### src/mcaso_pkg.sv
// constants, opcode patterns and types for the microcore alu/slew/status ops
package mcaso_pkg;

  // ************************************************************
  // widths
  // ************************************************************
  localparam int DATA_W = 16;
  localparam int IDX_W = 3;
  localparam int NUM_REGS = 8;
  localparam int SRB_IDX_W = 4;
  localparam int IMM_W = 4;

  // ************************************************************
  // instruction fields and patterns
  // ************************************************************
  localparam int SLEW_OP_LSB = 1;
  localparam logic [14:0] SLEW_PAT = 15'h1acb;
  localparam int SLEW_SEL_BIT = 0;

  localparam int SRB_OP_LSB = 5;
  localparam logic [10:0] SRB_PAT = 11'h1b8;
  localparam int SRB_LVL_BIT = 4;
  localparam int SRB_IDX_LSB = 0;

  localparam int ALU_OP_LSB = 10;
  localparam logic [5:0] SUB_PAT = 6'h0a;
  localparam int SUB_FLAG_BIT = 6;
  localparam logic [5:0] SUBI_PAT = 6'h07;
  localparam int DEST_LSB = 7;
  localparam int OP2_LSB = 3;
  localparam int OP1_LSB = 0;
  localparam int IMM_LSB = 3;

  localparam int SEL_OP_LSB = 3;
  localparam logic [12:0] SWAP_PAT = 13'h06ac;
  localparam logic [12:0] INTEGER_TO_SIGNED_CONVERT_PAT = 13'h06e6;
  localparam int TOINT_OP_LSB = 4;
  localparam logic [11:0] TOINT_PAT = 12'h372;
  localparam int TOINT_RST_BIT = 3;

  // ************************************************************
  // reset values and slew timing
  // ************************************************************
  localparam logic SLEW_SEL_RST = 1'b0;
  localparam logic [15:0] STATUS_RST = 16'h0000;
  localparam logic [15:0] REG_RST = 16'h0000;
  localparam logic CS_RST = 1'b0;
  localparam int SLOW_TO_FAST_CYC = 1;
  localparam int FAST_TO_SLOW_CYC = 4;
  localparam logic [2:0] SLOW_CNT_LAST = 3'(FAST_TO_SLOW_CYC - 1);

  typedef enum logic [2:0] {
    OP_NONE, OP_SUB, OP_SUBI, OP_SWAP, OP_INTEGER_TO_SIGNED_CONVERT, OP_TOINT
  } mcaso_op_e;

endpackage : mcaso_pkg

### src/mcaso_alu_if.sv
// carrier between the core and its datapath
`timescale 1ns/1ns
interface mcaso_alu_if;
  import mcaso_pkg::*;
  mcaso_op_e op;
  logic [15:0] a;
  logic [15:0] b;
  logic cs_in;
  logic cs_rst;
  logic [15:0] res;
  logic zero;
  logic neg;
  logic uborrow;
  logic ucarry;
  logic sunder;
  logic sover;
  logic cs_out;
  modport core (output op, a, b, cs_in, cs_rst,
                input res, zero, neg, uborrow, ucarry, sunder, sover, cs_out);
  modport alu (input op, a, b, cs_in, cs_rst,
               output res, zero, neg, uborrow, ucarry, sunder, sover, cs_out);
endinterface : mcaso_alu_if

### src/mcaso_core.sv
// execution of slew, status-bit, subtract, swap and conversion instructions
//
// Contract
// - slew_select 0 follows the configured rate, 1 forces fastest rate.
// - slew instruction takes effect only while the core holds drive right.
// - slew_select resets to normal.
// - slow to fast becomes effective one core clock after execution.
// - fast to slow becomes effective four core clocks after execution.
// - slew opcode is bits 15..1 = 001101011001011, bit 0 is slew_select.
// - status bit write sets one indexed status bit to the given level.
// - status write opcode 00110111000, level bit 4, index bits 3..0.
// - register subtract writes op2 minus op1 into the destination.
// - every subtract updates the six condition flags.
// - register subtract opcode 001010, dest 9..7, bit 6 set, op2, op1.
// - immediate subtract writes op1 minus 4-bit constant, updates flags.
// - immediate subtract opcode 000111, dest 9..7, constant 6..3, op1.
// - byte swap exchanges low and high bytes of the selected register.
// - swap opcode is bits 15..3 = 0011010101100, register in 2..0.
// - convert clears msb if sign flag 0, else negates low bits, sets msb.
// - convert opcode is bits 15..3 = 0011011100110, register in 2..0.
// - signed-to-integer conversion writes the sign flag, replace or xor.
`timescale 1ns/1ns
module mcaso_core import mcaso_pkg::*; #(
  parameter int DW = DATA_W,
  parameter int NREG = NUM_REGS
) (
  input wire logic CLK,
  input wire logic RST_N,
  input wire logic INSTR_VALID,
  input wire logic [15:0] INSTR,
  input wire logic DRIVE_RIGHT,
  input wire logic REG_WR_EN,
  input wire logic [IDX_W-1:0] REG_WR_IDX,
  input wire logic [DW-1:0] REG_WR_DATA,
  input wire logic [IDX_W-1:0] REG_RD_IDX,
  output logic [DW-1:0] REG_RD_DATA,
  output logic SLEW_SELECT,
  output logic SLEW_FAST,
  output logic [15:0] STATUS,
  output logic RESULT_ZERO,
  output logic RESULT_NEG,
  output logic UNSIGNED_BORROW,
  output logic UNSIGNED_CARRY_OUT,
  output logic SIGNED_UNDERFLOW,
  output logic SIGNED_OVERFLOW,
  output logic CONV_SIGN
);

  // ************************************************************
  // decode
  // ************************************************************
  wire logic is_slew;
  wire logic is_srb;
  wire logic is_sub;
  wire logic is_subi;
  wire logic is_swap;
  wire logic is_integer_to_signed_convert;
  wire logic is_toint;
  wire logic slew_take;
  wire logic alu_take;
  wire logic flag_take;
  wire logic [IDX_W-1:0] op1_idx;
  wire logic [IDX_W-1:0] op2_idx;
  wire logic [IDX_W-1:0] dest_idx;
  wire logic [IDX_W-1:0] wr_idx;
  wire logic [SRB_IDX_W-1:0] srb_idx;
  wire logic [IMM_W-1:0] imm;

  assign is_slew = INSTR_VALID &&
    (INSTR[15:SLEW_OP_LSB] == SLEW_PAT);
  assign is_srb = INSTR_VALID &&
    (INSTR[15:SRB_OP_LSB] == SRB_PAT);
  assign is_sub = INSTR_VALID && INSTR[SUB_FLAG_BIT] &&
    (INSTR[15:ALU_OP_LSB] == SUB_PAT);
  assign is_subi = INSTR_VALID &&
    (INSTR[15:ALU_OP_LSB] == SUBI_PAT);
  assign is_swap = INSTR_VALID &&
    (INSTR[15:SEL_OP_LSB] == SWAP_PAT);
  assign is_integer_to_signed_convert = INSTR_VALID &&
    (INSTR[15:SEL_OP_LSB] == INTEGER_TO_SIGNED_CONVERT_PAT);
  assign is_toint = INSTR_VALID &&
    (INSTR[15:TOINT_OP_LSB] == TOINT_PAT);

  assign op1_idx = INSTR[OP1_LSB +: IDX_W];
  assign op2_idx = INSTR[OP2_LSB +: IDX_W];
  assign dest_idx = INSTR[DEST_LSB +: IDX_W];
  assign srb_idx = INSTR[SRB_IDX_LSB +: SRB_IDX_W];
  assign imm = INSTR[IMM_LSB +: IMM_W];

  // without drive right a slew instruction retires as a no-op
  assign slew_take = is_slew && DRIVE_RIGHT;
  assign flag_take = is_sub || is_subi;
  assign alu_take = flag_take || is_swap || is_integer_to_signed_convert || is_toint;
  assign wr_idx = flag_take ? dest_idx : op1_idx;

  // ************************************************************
  // arithmetic register set
  // ************************************************************
  logic [DW-1:0] regs_r [NREG];
  logic cs_r;
  mcaso_alu_if alu_bus ();

  // sub reads op2 as minuend and op1 as subtrahend
  assign alu_bus.op = is_sub ? OP_SUB :
                      is_subi ? OP_SUBI :
                      is_swap ? OP_SWAP :
                      is_integer_to_signed_convert ? OP_INTEGER_TO_SIGNED_CONVERT :
                      is_toint ? OP_TOINT : OP_NONE;
  assign alu_bus.a = is_sub ? regs_r[op2_idx] : regs_r[op1_idx];
  assign alu_bus.b = is_sub ? regs_r[op1_idx] :
                     {{(DW-IMM_W){1'b0}}, imm};
  assign alu_bus.cs_in = cs_r;
  assign alu_bus.cs_rst = INSTR[TOINT_RST_BIT];

  mcaso_alu u_alu (
    .p (alu_bus)
  );

  genvar gi;
  generate
    for (gi = 0; gi < NREG; gi++) begin : g_reg
      wire logic alu_hit;
      wire logic ext_hit;
      assign alu_hit = alu_take && (wr_idx == IDX_W'(gi));
      assign ext_hit = REG_WR_EN && (REG_WR_IDX == IDX_W'(gi));
      // an executing instruction beats a load in the same cycle
      always_ff @(posedge CLK) begin
        if (!RST_N) begin
          regs_r[gi] <= REG_RST;
        end else if (alu_hit) begin
          regs_r[gi] <= alu_bus.res;
        end else if (ext_hit) begin
          regs_r[gi] <= REG_WR_DATA;
        end
      end
    end
  endgenerate

  always_ff @(posedge CLK) begin
    if (!RST_N) begin
      cs_r <= CS_RST;
    end else if (is_toint) begin
      cs_r <= alu_bus.cs_out;
    end
  end

  always_ff @(posedge CLK) begin
    if (!RST_N) begin
      REG_RD_DATA <= REG_RST;
    end else begin
      REG_RD_DATA <= regs_r[REG_RD_IDX];
    end
  end

  assign CONV_SIGN = cs_r;

  // ************************************************************
  // condition flags
  // ************************************************************
  always_ff @(posedge CLK) begin
    if (!RST_N) begin
      RESULT_ZERO <= 1'b0;
      RESULT_NEG <= 1'b0;
      UNSIGNED_BORROW <= 1'b0;
      UNSIGNED_CARRY_OUT <= 1'b0;
      SIGNED_UNDERFLOW <= 1'b0;
      SIGNED_OVERFLOW <= 1'b0;
    end else if (flag_take) begin
      RESULT_ZERO <= alu_bus.zero;
      RESULT_NEG <= alu_bus.neg;
      UNSIGNED_BORROW <= alu_bus.uborrow;
      UNSIGNED_CARRY_OUT <= alu_bus.ucarry;
      SIGNED_UNDERFLOW <= alu_bus.sunder;
      SIGNED_OVERFLOW <= alu_bus.sover;
    end
  end

  // ************************************************************
  // status register
  // ************************************************************
  generate
    for (gi = 0; gi < 16; gi++) begin : g_status
      wire logic hit;
      assign hit = is_srb && (srb_idx == SRB_IDX_W'(gi));
      always_ff @(posedge CLK) begin
        if (!RST_N) begin
          STATUS[gi] <= STATUS_RST[gi];
        end else if (hit) begin
          STATUS[gi] <= INSTR[SRB_LVL_BIT];
        end
      end
    end
  endgenerate

  // ************************************************************
  // slew mode
  // ************************************************************
  logic slew_sel_r;
  logic slew_fast_r;
  logic [2:0] slow_cnt_r;
  logic [2:0] slow_cnt_nxt;
  wire logic slew_mismatch;
  wire logic slow_done;

  assign slew_mismatch = (slew_sel_r != slew_fast_r);
  assign slow_done = (slow_cnt_r == SLOW_CNT_LAST);
  assign slow_cnt_nxt = slew_mismatch && !slew_sel_r && !slow_done ?
                        3'(slow_cnt_r + 3'h1) : 3'h0;

  always_ff @(posedge CLK) begin
    if (!RST_N) begin
      slew_sel_r <= SLEW_SEL_RST;
    end else if (slew_take) begin
      slew_sel_r <= INSTR[SLEW_SEL_BIT];
    end
  end

  // going fast is immediate, going slow lets the gate settle first
  always_ff @(posedge CLK) begin
    if (!RST_N) begin
      slew_fast_r <= SLEW_SEL_RST;
      slow_cnt_r <= 3'h0;
    end else begin
      slow_cnt_r <= slow_cnt_nxt;
      if (slew_mismatch && slew_sel_r) begin
        slew_fast_r <= 1'b1;
      end else if (slew_mismatch && slow_done) begin
        slew_fast_r <= 1'b0;
      end
    end
  end

  assign SLEW_SELECT = slew_sel_r;
  assign SLEW_FAST = slew_fast_r;

endmodule : mcaso_core

### src/mcaso_alu.sv
// combinational datapath: subtract, swap and sign conversions
`timescale 1ns/1ns
module mcaso_alu import mcaso_pkg::*; (
  mcaso_alu_if.alu p
);
  logic [16:0] diff;
  logic [14:0] neg_low;

  // a minus b with borrow in the extra bit
  assign diff = {1'b0, p.a} - {1'b0, p.b};
  assign neg_low = 15'(~p.a[14:0] + 15'h0001);

  always_comb begin
    p.res = p.a;
    p.cs_out = p.cs_in;
    case (p.op)
      OP_SUB, OP_SUBI: begin
        p.res = diff[15:0];
      end
      OP_SWAP: begin
        p.res = {p.a[7:0], p.a[15:8]};
      end
      OP_INTEGER_TO_SIGNED_CONVERT: begin
        if (p.cs_in) begin
          p.res = {1'b1, neg_low};
        end else begin
          p.res = {1'b0, p.a[14:0]};
        end
      end
      OP_TOINT: begin
        if (p.a[15]) begin
          p.res = {1'b0, neg_low};
        end
        // rst form replaces the sign, otherwise it accumulates
        p.cs_out = p.cs_rst ? p.a[15] : (p.cs_in ^ p.a[15]);
      end
      default: begin
        p.res = p.a;
      end
    endcase
  end

  // subtraction flags, only latched by the core on sub/subi
  assign p.zero = (diff[15:0] == 16'h0000);
  assign p.neg = diff[15];
  assign p.uborrow = diff[16];
  // a difference of unsigned values can never exceed the range
  assign p.ucarry = 1'b0;
  assign p.sunder = p.a[15] & ~p.b[15] & ~diff[15];
  assign p.sover = ~p.a[15] & p.b[15] & diff[15];
endmodule : mcaso_alu

### config.mk
export PLATFORM = sky130hd
export DESIGN_NAME = mcaso_core
export DESIGN_NICKNAME = d
export VERILOG_FILES = /design/src/mcaso_pkg.sv /design/src/mcaso_alu_if.sv /design/src/mcaso_core.sv /design/src/mcaso_alu.sv
export SDC_FILE = /design/constraint.sdc
export NUM_CORES = 1
export LEC_CHECK = 0
export ABC_AREA = 0
export BUFFER_PORTS_ARGS = -buffer_cell sky130_fd_sc_hd__buf_2
export CORE_ASPECT_RATIO = 0.9
export CORE_MARGIN = 2
export CORE_UTILIZATION = 59
export DETAILED_ROUTE_END_ITERATION = 8
export HOLD_SLACK_MARGIN = 0.08
export PLACE_DENSITY = 0.81
export RECOVER_POWER = 100
export SYNTH_ARGS = -nofsm -noshare
export SYNTH_HDL_FRONTEND = slang
export SYNTH_SLANG_ARGS = --single-unit
### constraint.sdc
create_clock -name CLK -period 9.45 [get_ports CLK]
set_input_delay 0.945 -clock CLK [delete_from_list [all_inputs] [get_ports CLK]]
set_output_delay 0.945 -clock CLK [all_outputs]
set_load 0.03 [all_outputs]
Yosys cells after proc, flatten, opt, wreduce, memory -nomap -nowiden

Memory sizes are Yosys's and may differ from the RTL's. A register that Yosys moved wholly into a read port is not among the register bits.
Cells that the tools add are included.
Widths: inputs -> output; s select.

Eq/ne operators: 43
Bitwise operators: 25
Multiplexer cells: 87
Reduce and logical (&&, ||, !) cells: 60
Add/subtract/negate cells: 3

Operators by type and width:

| cell                  | count |
|---|---|
| $mux 16               | 19 |
| $pmux 16 s4           | 1 |
| $mux 1                | 60 |
| $logic_and 1x1->1     | 45 |
| $eq 4x4->1 const B    | 8 |
| $eq 3x3->1 const B    | 10 |
| $eq 13x11->1 const B  | 2 |
| $eq 3x2->1 const B    | 7 |
| $mux 3                | 6 |
| $sub 16x16->17        | 1 |
| $eq 4x3->1 const B    | 4 |
| $logic_not 16->1      | 1 |
| $or 1x1->1            | 16 |
| $add 15x1->15 const B | 1 |
| $eq 15x13->1 const B  | 1 |
| $mux 15               | 1 |
| $not 15->15           | 1 |
| $eq 12x10->1 const B  | 1 |
| $eq 11x9->1 const B   | 1 |
| $eq 3x1->1 const B    | 3 |
| $eq 4x2->1 const B    | 2 |
| $eq 6x3->1 const B    | 1 |
| $eq 6x4->1 const B    | 1 |
| $logic_not 3->1       | 2 |
| 12 further kinds      | 23 |

Memories kept: 1
Output and inout bits: 41
Input port bits: 43
Bits in writable memories: 128
Register bits after elaboration: 27

Memories:

| name   | depth | bits a word | rd ports | clocked after Yosys merged registers in | write ports | line             | RTL |
|---|---|---|---|---|---|---|---|
| regs_r | 8     | 16          | 3        | 1                                       | 8           | mcaso_core.sv:99 | `logic [DW-1:0] regs_r [NREG];` |

Longest topological paths before layout

Depth in word-level cells: 12
Gate-level depth with buffers: 22
Mapped depth without buffers: 18

Modules after synthesis

Synthesis repeated with hierarchy kept, for this count alone.

Cells, all modules: 1,159
Area, all modules: 12,615.8 um^2

By module, submodules not included:

| module     | area an instance (um^2) | instances | sequential area each (um^2) | cells each |
|---|---|---|---|---|
| mcaso_core | 10,906.7                | 1         | 4,724.5                     | 893 |
| mcaso_alu  | 1,709.1                 | 1         | 0.0                         | 266 |

Least setup slack after synthesis

No wires, ideal clock.

Kind: input -> register
Start: in INSTR[4]
End: reg RESULT_ZERO
Stages on the path: 18
Data arrival time: 5,543 ps
Slack: 3,823 ps
Buffers on the path: 5
Cell sequence: buf_2 -> buf_1 -> clkbuf_1 -> clkbuf_1 -> clkbuf_1 -> a21oi_1 -> ha_1 -> nor2b_1 -> o21a_1 -> a2111oi_4 -> o311ai_1 -> or2_4 -> a31o_4 -> a41oi_2 -> xnor2_1 -> or4b_1 -> or4_1 -> o31ai_2

Longest elaborated chain between the ends: 4
Elaborated cells between the ends (all ways): 5
Classes of those cells: add/sub: 1; mux: 2; reduce/logical: 1; memory: 1

Ends and longest elaborated chain:

| item                 | line              | RTL |
|---|---|---|
| start, declared      | mcaso_core.sv:30  | `input wire logic [15:0] INSTR,` |
| $mem_v2 8x16         | --                |  |
| $mux 16              | mcaso_core.sv:109 | `assign alu_bus.a = is_sub ? regs_r[op2_idx] : regs_r[op1_idx];` |
| $sub 16x16->17 *     | mcaso_alu.sv:10   | `assign diff = {1'b0, p.a} - {1'b0, p.b};` |
| $logic_not 16->1 *   | mcaso_alu.sv:44   | `assign p.zero = (diff[15:0] == 16'h0000);` |
| end signal, assigned | mcaso_core.sv:169 | `RESULT_ZERO <= alu_bus.zero;` |
| end, declared        | mcaso_core.sv:40  | `output logic RESULT_ZERO,` |

Every way passes the cells marked *; elsewhere a longest branch is shown, timed or not.
A chain may end at the register's enable or synchronous reset.

==> results.md <==
## Detailed routing
- 7 — drt pass-1 iters
- 0 — drt drc
- 7.38 — via-per-instance ratio
- 11100 — vias after detailed routing
- 2039 — initial drt markers
- 27.6 um — mean routed wirelength per cell
- 41400 um — post-detailed-routing wire length
- 0 — antenna viol nets, final

## Clock tree
- 0 — total setup buffers inserted after CTS
- 0 — count of hold buffers inserted by post-cts repair
- 0.07 ns — clock-pin slew on the worst setup and hold paths
- 4 — H-Tree Depth
- 0 — total of cells resized after clock tree synthesis
- 17 — number of buffers created by CTS
- done — CTS tree
- 171 — # clock sinks
- 2 — Longest Clk Path Bufs
- sky130_fd_sc_hd__clkbuf_16 — clock root buffer master
- 0.45 ns — clock latency on the worst-skew pair

## Yosys
- 0.313 — Yosys top cell area share
- 0.383 — sequential area share after synthesis
- 0 — number of warnings printed during yosys synthesis
- 1198 — cells after synthesis
- 128 — number of synthesized flops with an enable pin
- sky130_fd_sc_hd__edfxtp_1 (31%), sky130_fd_sc_hd__mux4_2 (16%), sky130_fd_sc_hd__dfxtp_1 (7.0%) — largest cells by area after synthesis
- sky130_fd_sc_hd__nand2_1 (200), sky130_fd_sc_hd__o21ai_0 (140), sky130_fd_sc_hd__edfxtp_1 (128) — commonest cells in the netlist
- sky130_fd_sc_hd__edfxtp_1 — most area-hungry cell type in the Yosys netlist
- 171 — count of state elements after synthesis
- sky130_fd_sc_hd__edfxtp_1 — top_reg_cell synth
- 10.3 um^2 — mean instance size in the synthesized netlist
- 12300 um^2 — cell area after synthesis
- 0 — Synth async-reset ratio
- 94 — count of different cell masters after synthesis
- sky130_fd_sc_hd__nand2_1 — most used standard cell by instance count after synthesis
- 1260 — syn nets

## Cells and area
- 1499 — final standard cell count with taps included and fillers excluded
- 4700 um^2 — area of all sequential standard cells
- 7080 um^2 — multi-input combinational cell area
- 0.172 — share of post-route cells with drive strength above 1
- 1288 — final layout net count
- 8.43% — area growth from synthesis to final layout
- 0 — total inserted antenna cells
- 1602 — count of fill cells added during filler insertion

## Critical path
- clkbuf_1, buf_4, nor2_1, and4_1, nor3_1, nor2_1, a2111oi_0, clkbuf_1, nand3b_1 — ordered list of cells on the worst path
- 29 — biggest fanout along the worst timing path
- 1.69 ns — worst stage delay on the critical path
- regs_r[3][0] — startpoint of the lowest-slack register-to-register path
- 7.72 ns — arrival time of data at the critical path endpoint
- 4.06 ns — setup slack, reg-to-reg
- primary input — CP startpoint kind
- 3 — worst path buffer plus inverter count
- sky130_fd_sc_hd__clkbuf_1 — slowest cell on the critical path
- 9 — total stage count of the critical path
- buffers and inverters — gate family responsible for the most delay along the worst path
- flip-flop — endpoint type of the worst setup path
- INSTR[3] — worst setup path start
- 9.50 ns — Req. time, crit path
- 16 — cells on worst reg2reg path
- in2reg — WS Path Type

## GRT
- 0.495 — met1 Resource Use GR
- 10500 — number of global-route vias before repair
- 0 — total congestion overflow after global routing
- 0.139 — met3 Track Usage GR
- 0.382 — GRT Resource Usage Total
- met2 — gr busiest metal
- 0.575 — met2 track demand over resource in global routing
- 60 — largest net degree at the start of global routing
- 62000 um — first-pass GRT wire length
- 2 — antenna violations before repair

## Worst hold path
- reg2reg — path type of the worst min-delay path
- slow_cnt_r[0] — critical hold path startpoint
- 1 — Hold Path Cell Cnt

## STA
- 124 — Final Max Tran Viols
- 0.0144 ns — final setup skew
- 7.67 ns — final worst path period need
- 0 — count of final setup violators
- 130 MHz — Max Clock Freq
- 0 — hold violation count in the final report
- -0.740 — max_slew headroom
- false — RSZ-0062 raised after global routing
- 0 ns — Setup TNS
- 0.811 — fin crit share
- 2.61 ns — slew at the pin closest to its max-slew limit

## Pwr
- 4.62 nW — Static Leak
- 155 nW/um^2 — Pwr Density
- 128 uV — maximum ir drop on the vdd rail

## Floorplanning
- 22000 um^2 — die footprint
- 141 um — vertical die dimension
- 84 — boundary pin count
- 50 — number of standard-cell rows in the floorplan
- 20600 um^2 — core footprint
- 156 um — Die Width
- 0.596 — Starting Density

## Placed design
- 26500 um — HPWL after detailed placement
- 1467 — placed insts
- 1.01 — placer's final routability congestion estimate
- 82 — number of buffers added on ports

## Status
- max-capacitance violations, max-slew violations — violations in the final reports
- finished with violations — result of the run

## Run
- 4 — Maximum Capacitance Violations

## path summary, 6_finish.rpt
check | endpoint
worst max-delay path | regs_r[1][6]
worst min-delay path | slow_cnt_r[0]
worst max register to register | regs_r[4][12]
worst min register to register | slow_cnt_r[0]
## sequential cells by signal, indices dropped and copies added (netlist names)
| register | flops |
|---|---|
| CONV_SIGN | 1 |
| REG_RD_DATA | 16 |
| RESULT_NEG | 1 |
| RESULT_ZERO | 1 |
| SIGNED_OVERFLOW | 1 |
| SIGNED_UNDERFLOW | 1 |
| SLEW_FAST | 1 |
| SLEW_SELECT | 1 |
| STATUS | 16 |
| UNSIGNED_BORROW | 1 |
| regs_r | 128 |
| slow_cnt_r | 3 |
## routing by layer
layer  wire, um  up-vias
li1           -     4596
met2      18100     1097
met5         31        -
met4       2170        4
met3       7360      235
met1      13700     5137
## cell families (layout without fill, tap and decap cells)
group,count (synthesis),in the layout,synth area share
simple gates,415,415,0.161
compound gates,306,306,0.165
flops,171,171,0.383
mux,152,152,0.217
buf+inv,117,158,0.0419
fa+ha+maj,19,19,0.0199
xor+xnor,17,17,0.0127
other cells,1,1,0.000305
## layout by cell type, fill, tap and decap left out, types with 6 or more instances in the layout
cell type                   instances
sky130_fd_sc_hd__nand2_1          200
sky130_fd_sc_hd__o21ai_0          141
sky130_fd_sc_hd__edfxtp_1         128
sky130_fd_sc_hd__mux4_2            88
sky130_fd_sc_hd__nor2_1            63
sky130_fd_sc_hd__mux2i_1           52
sky130_fd_sc_hd__clkbuf_1          50
sky130_fd_sc_hd__dfxtp_1           43
sky130_fd_sc_hd__buf_2             41
sky130_fd_sc_hd__a21oi_1           35
sky130_fd_sc_hd__nor2b_1           35
sky130_fd_sc_hd__nand3_1           26
sky130_fd_sc_hd__a22o_1            24
sky130_fd_sc_hd__inv_1             19
sky130_fd_sc_hd__ha_1              18
sky130_fd_sc_hd__clkbuf_16         17
sky130_fd_sc_hd__nor3_1            16
sky130_fd_sc_hd__buf_4             14
sky130_fd_sc_hd__a21boi_0          13
sky130_fd_sc_hd__xnor2_1           11
sky130_fd_sc_hd__mux2_2            10
sky130_fd_sc_hd__nand2b_1           8
sky130_fd_sc_hd__and2_1             8
sky130_fd_sc_hd__a31oi_1            8
sky130_fd_sc_hd__a211oi_1           7
sky130_fd_sc_hd__nand4_1            7
sky130_fd_sc_hd__o211ai_1           7
sky130_fd_sc_hd__nand3b_1           7
sky130_fd_sc_hd__o21a_1             7
sky130_fd_sc_hd__o21bai_1           6
sky130_fd_sc_hd__a221oi_1           6
## cell type report
cell class,instances,area share
Multi-Input combinational cell,910,0.531
Clock buffer,17,0.0319
Tap cell,260,0.0244
Timing Repair Buffer,105,0.0373
Sequential cell,171,0.353
Clock inverter,15,0.0171
Inverter,21,0.00591
## where the power goes
part / switching [mW] / internal [mW] / total [mW]
registers: 0.0230 / 0.837 / 0.860
clock network: 0.349 / 0.432 / 0.781
logic: 0.268 / 0.154 / 0.423
## per-stage QoR
stage / worst slack (ns) / utilization / hold slack (ns) / power, mW / instance area (um^2)
after global placement: 3.31 / 0.623 / 0.415 / 1.27 / 12900
after detailed placement: 3.13 / 0.623 / 0.430 / 1.28 / 12900
after CTS: 3.57 / 0.655 / 0.440 / 2.05 / 13500
final: 1.78 / 0.646 / 0.451 / 2.06 / 13300
after global routing: 1.73 / 0.646 / 0.459 / 2.11 / 13300
after floorplan: 3.82 / - / 0.399 / 1.16 / 12300
No activity file was read; power rests on OpenSTA's default activity.
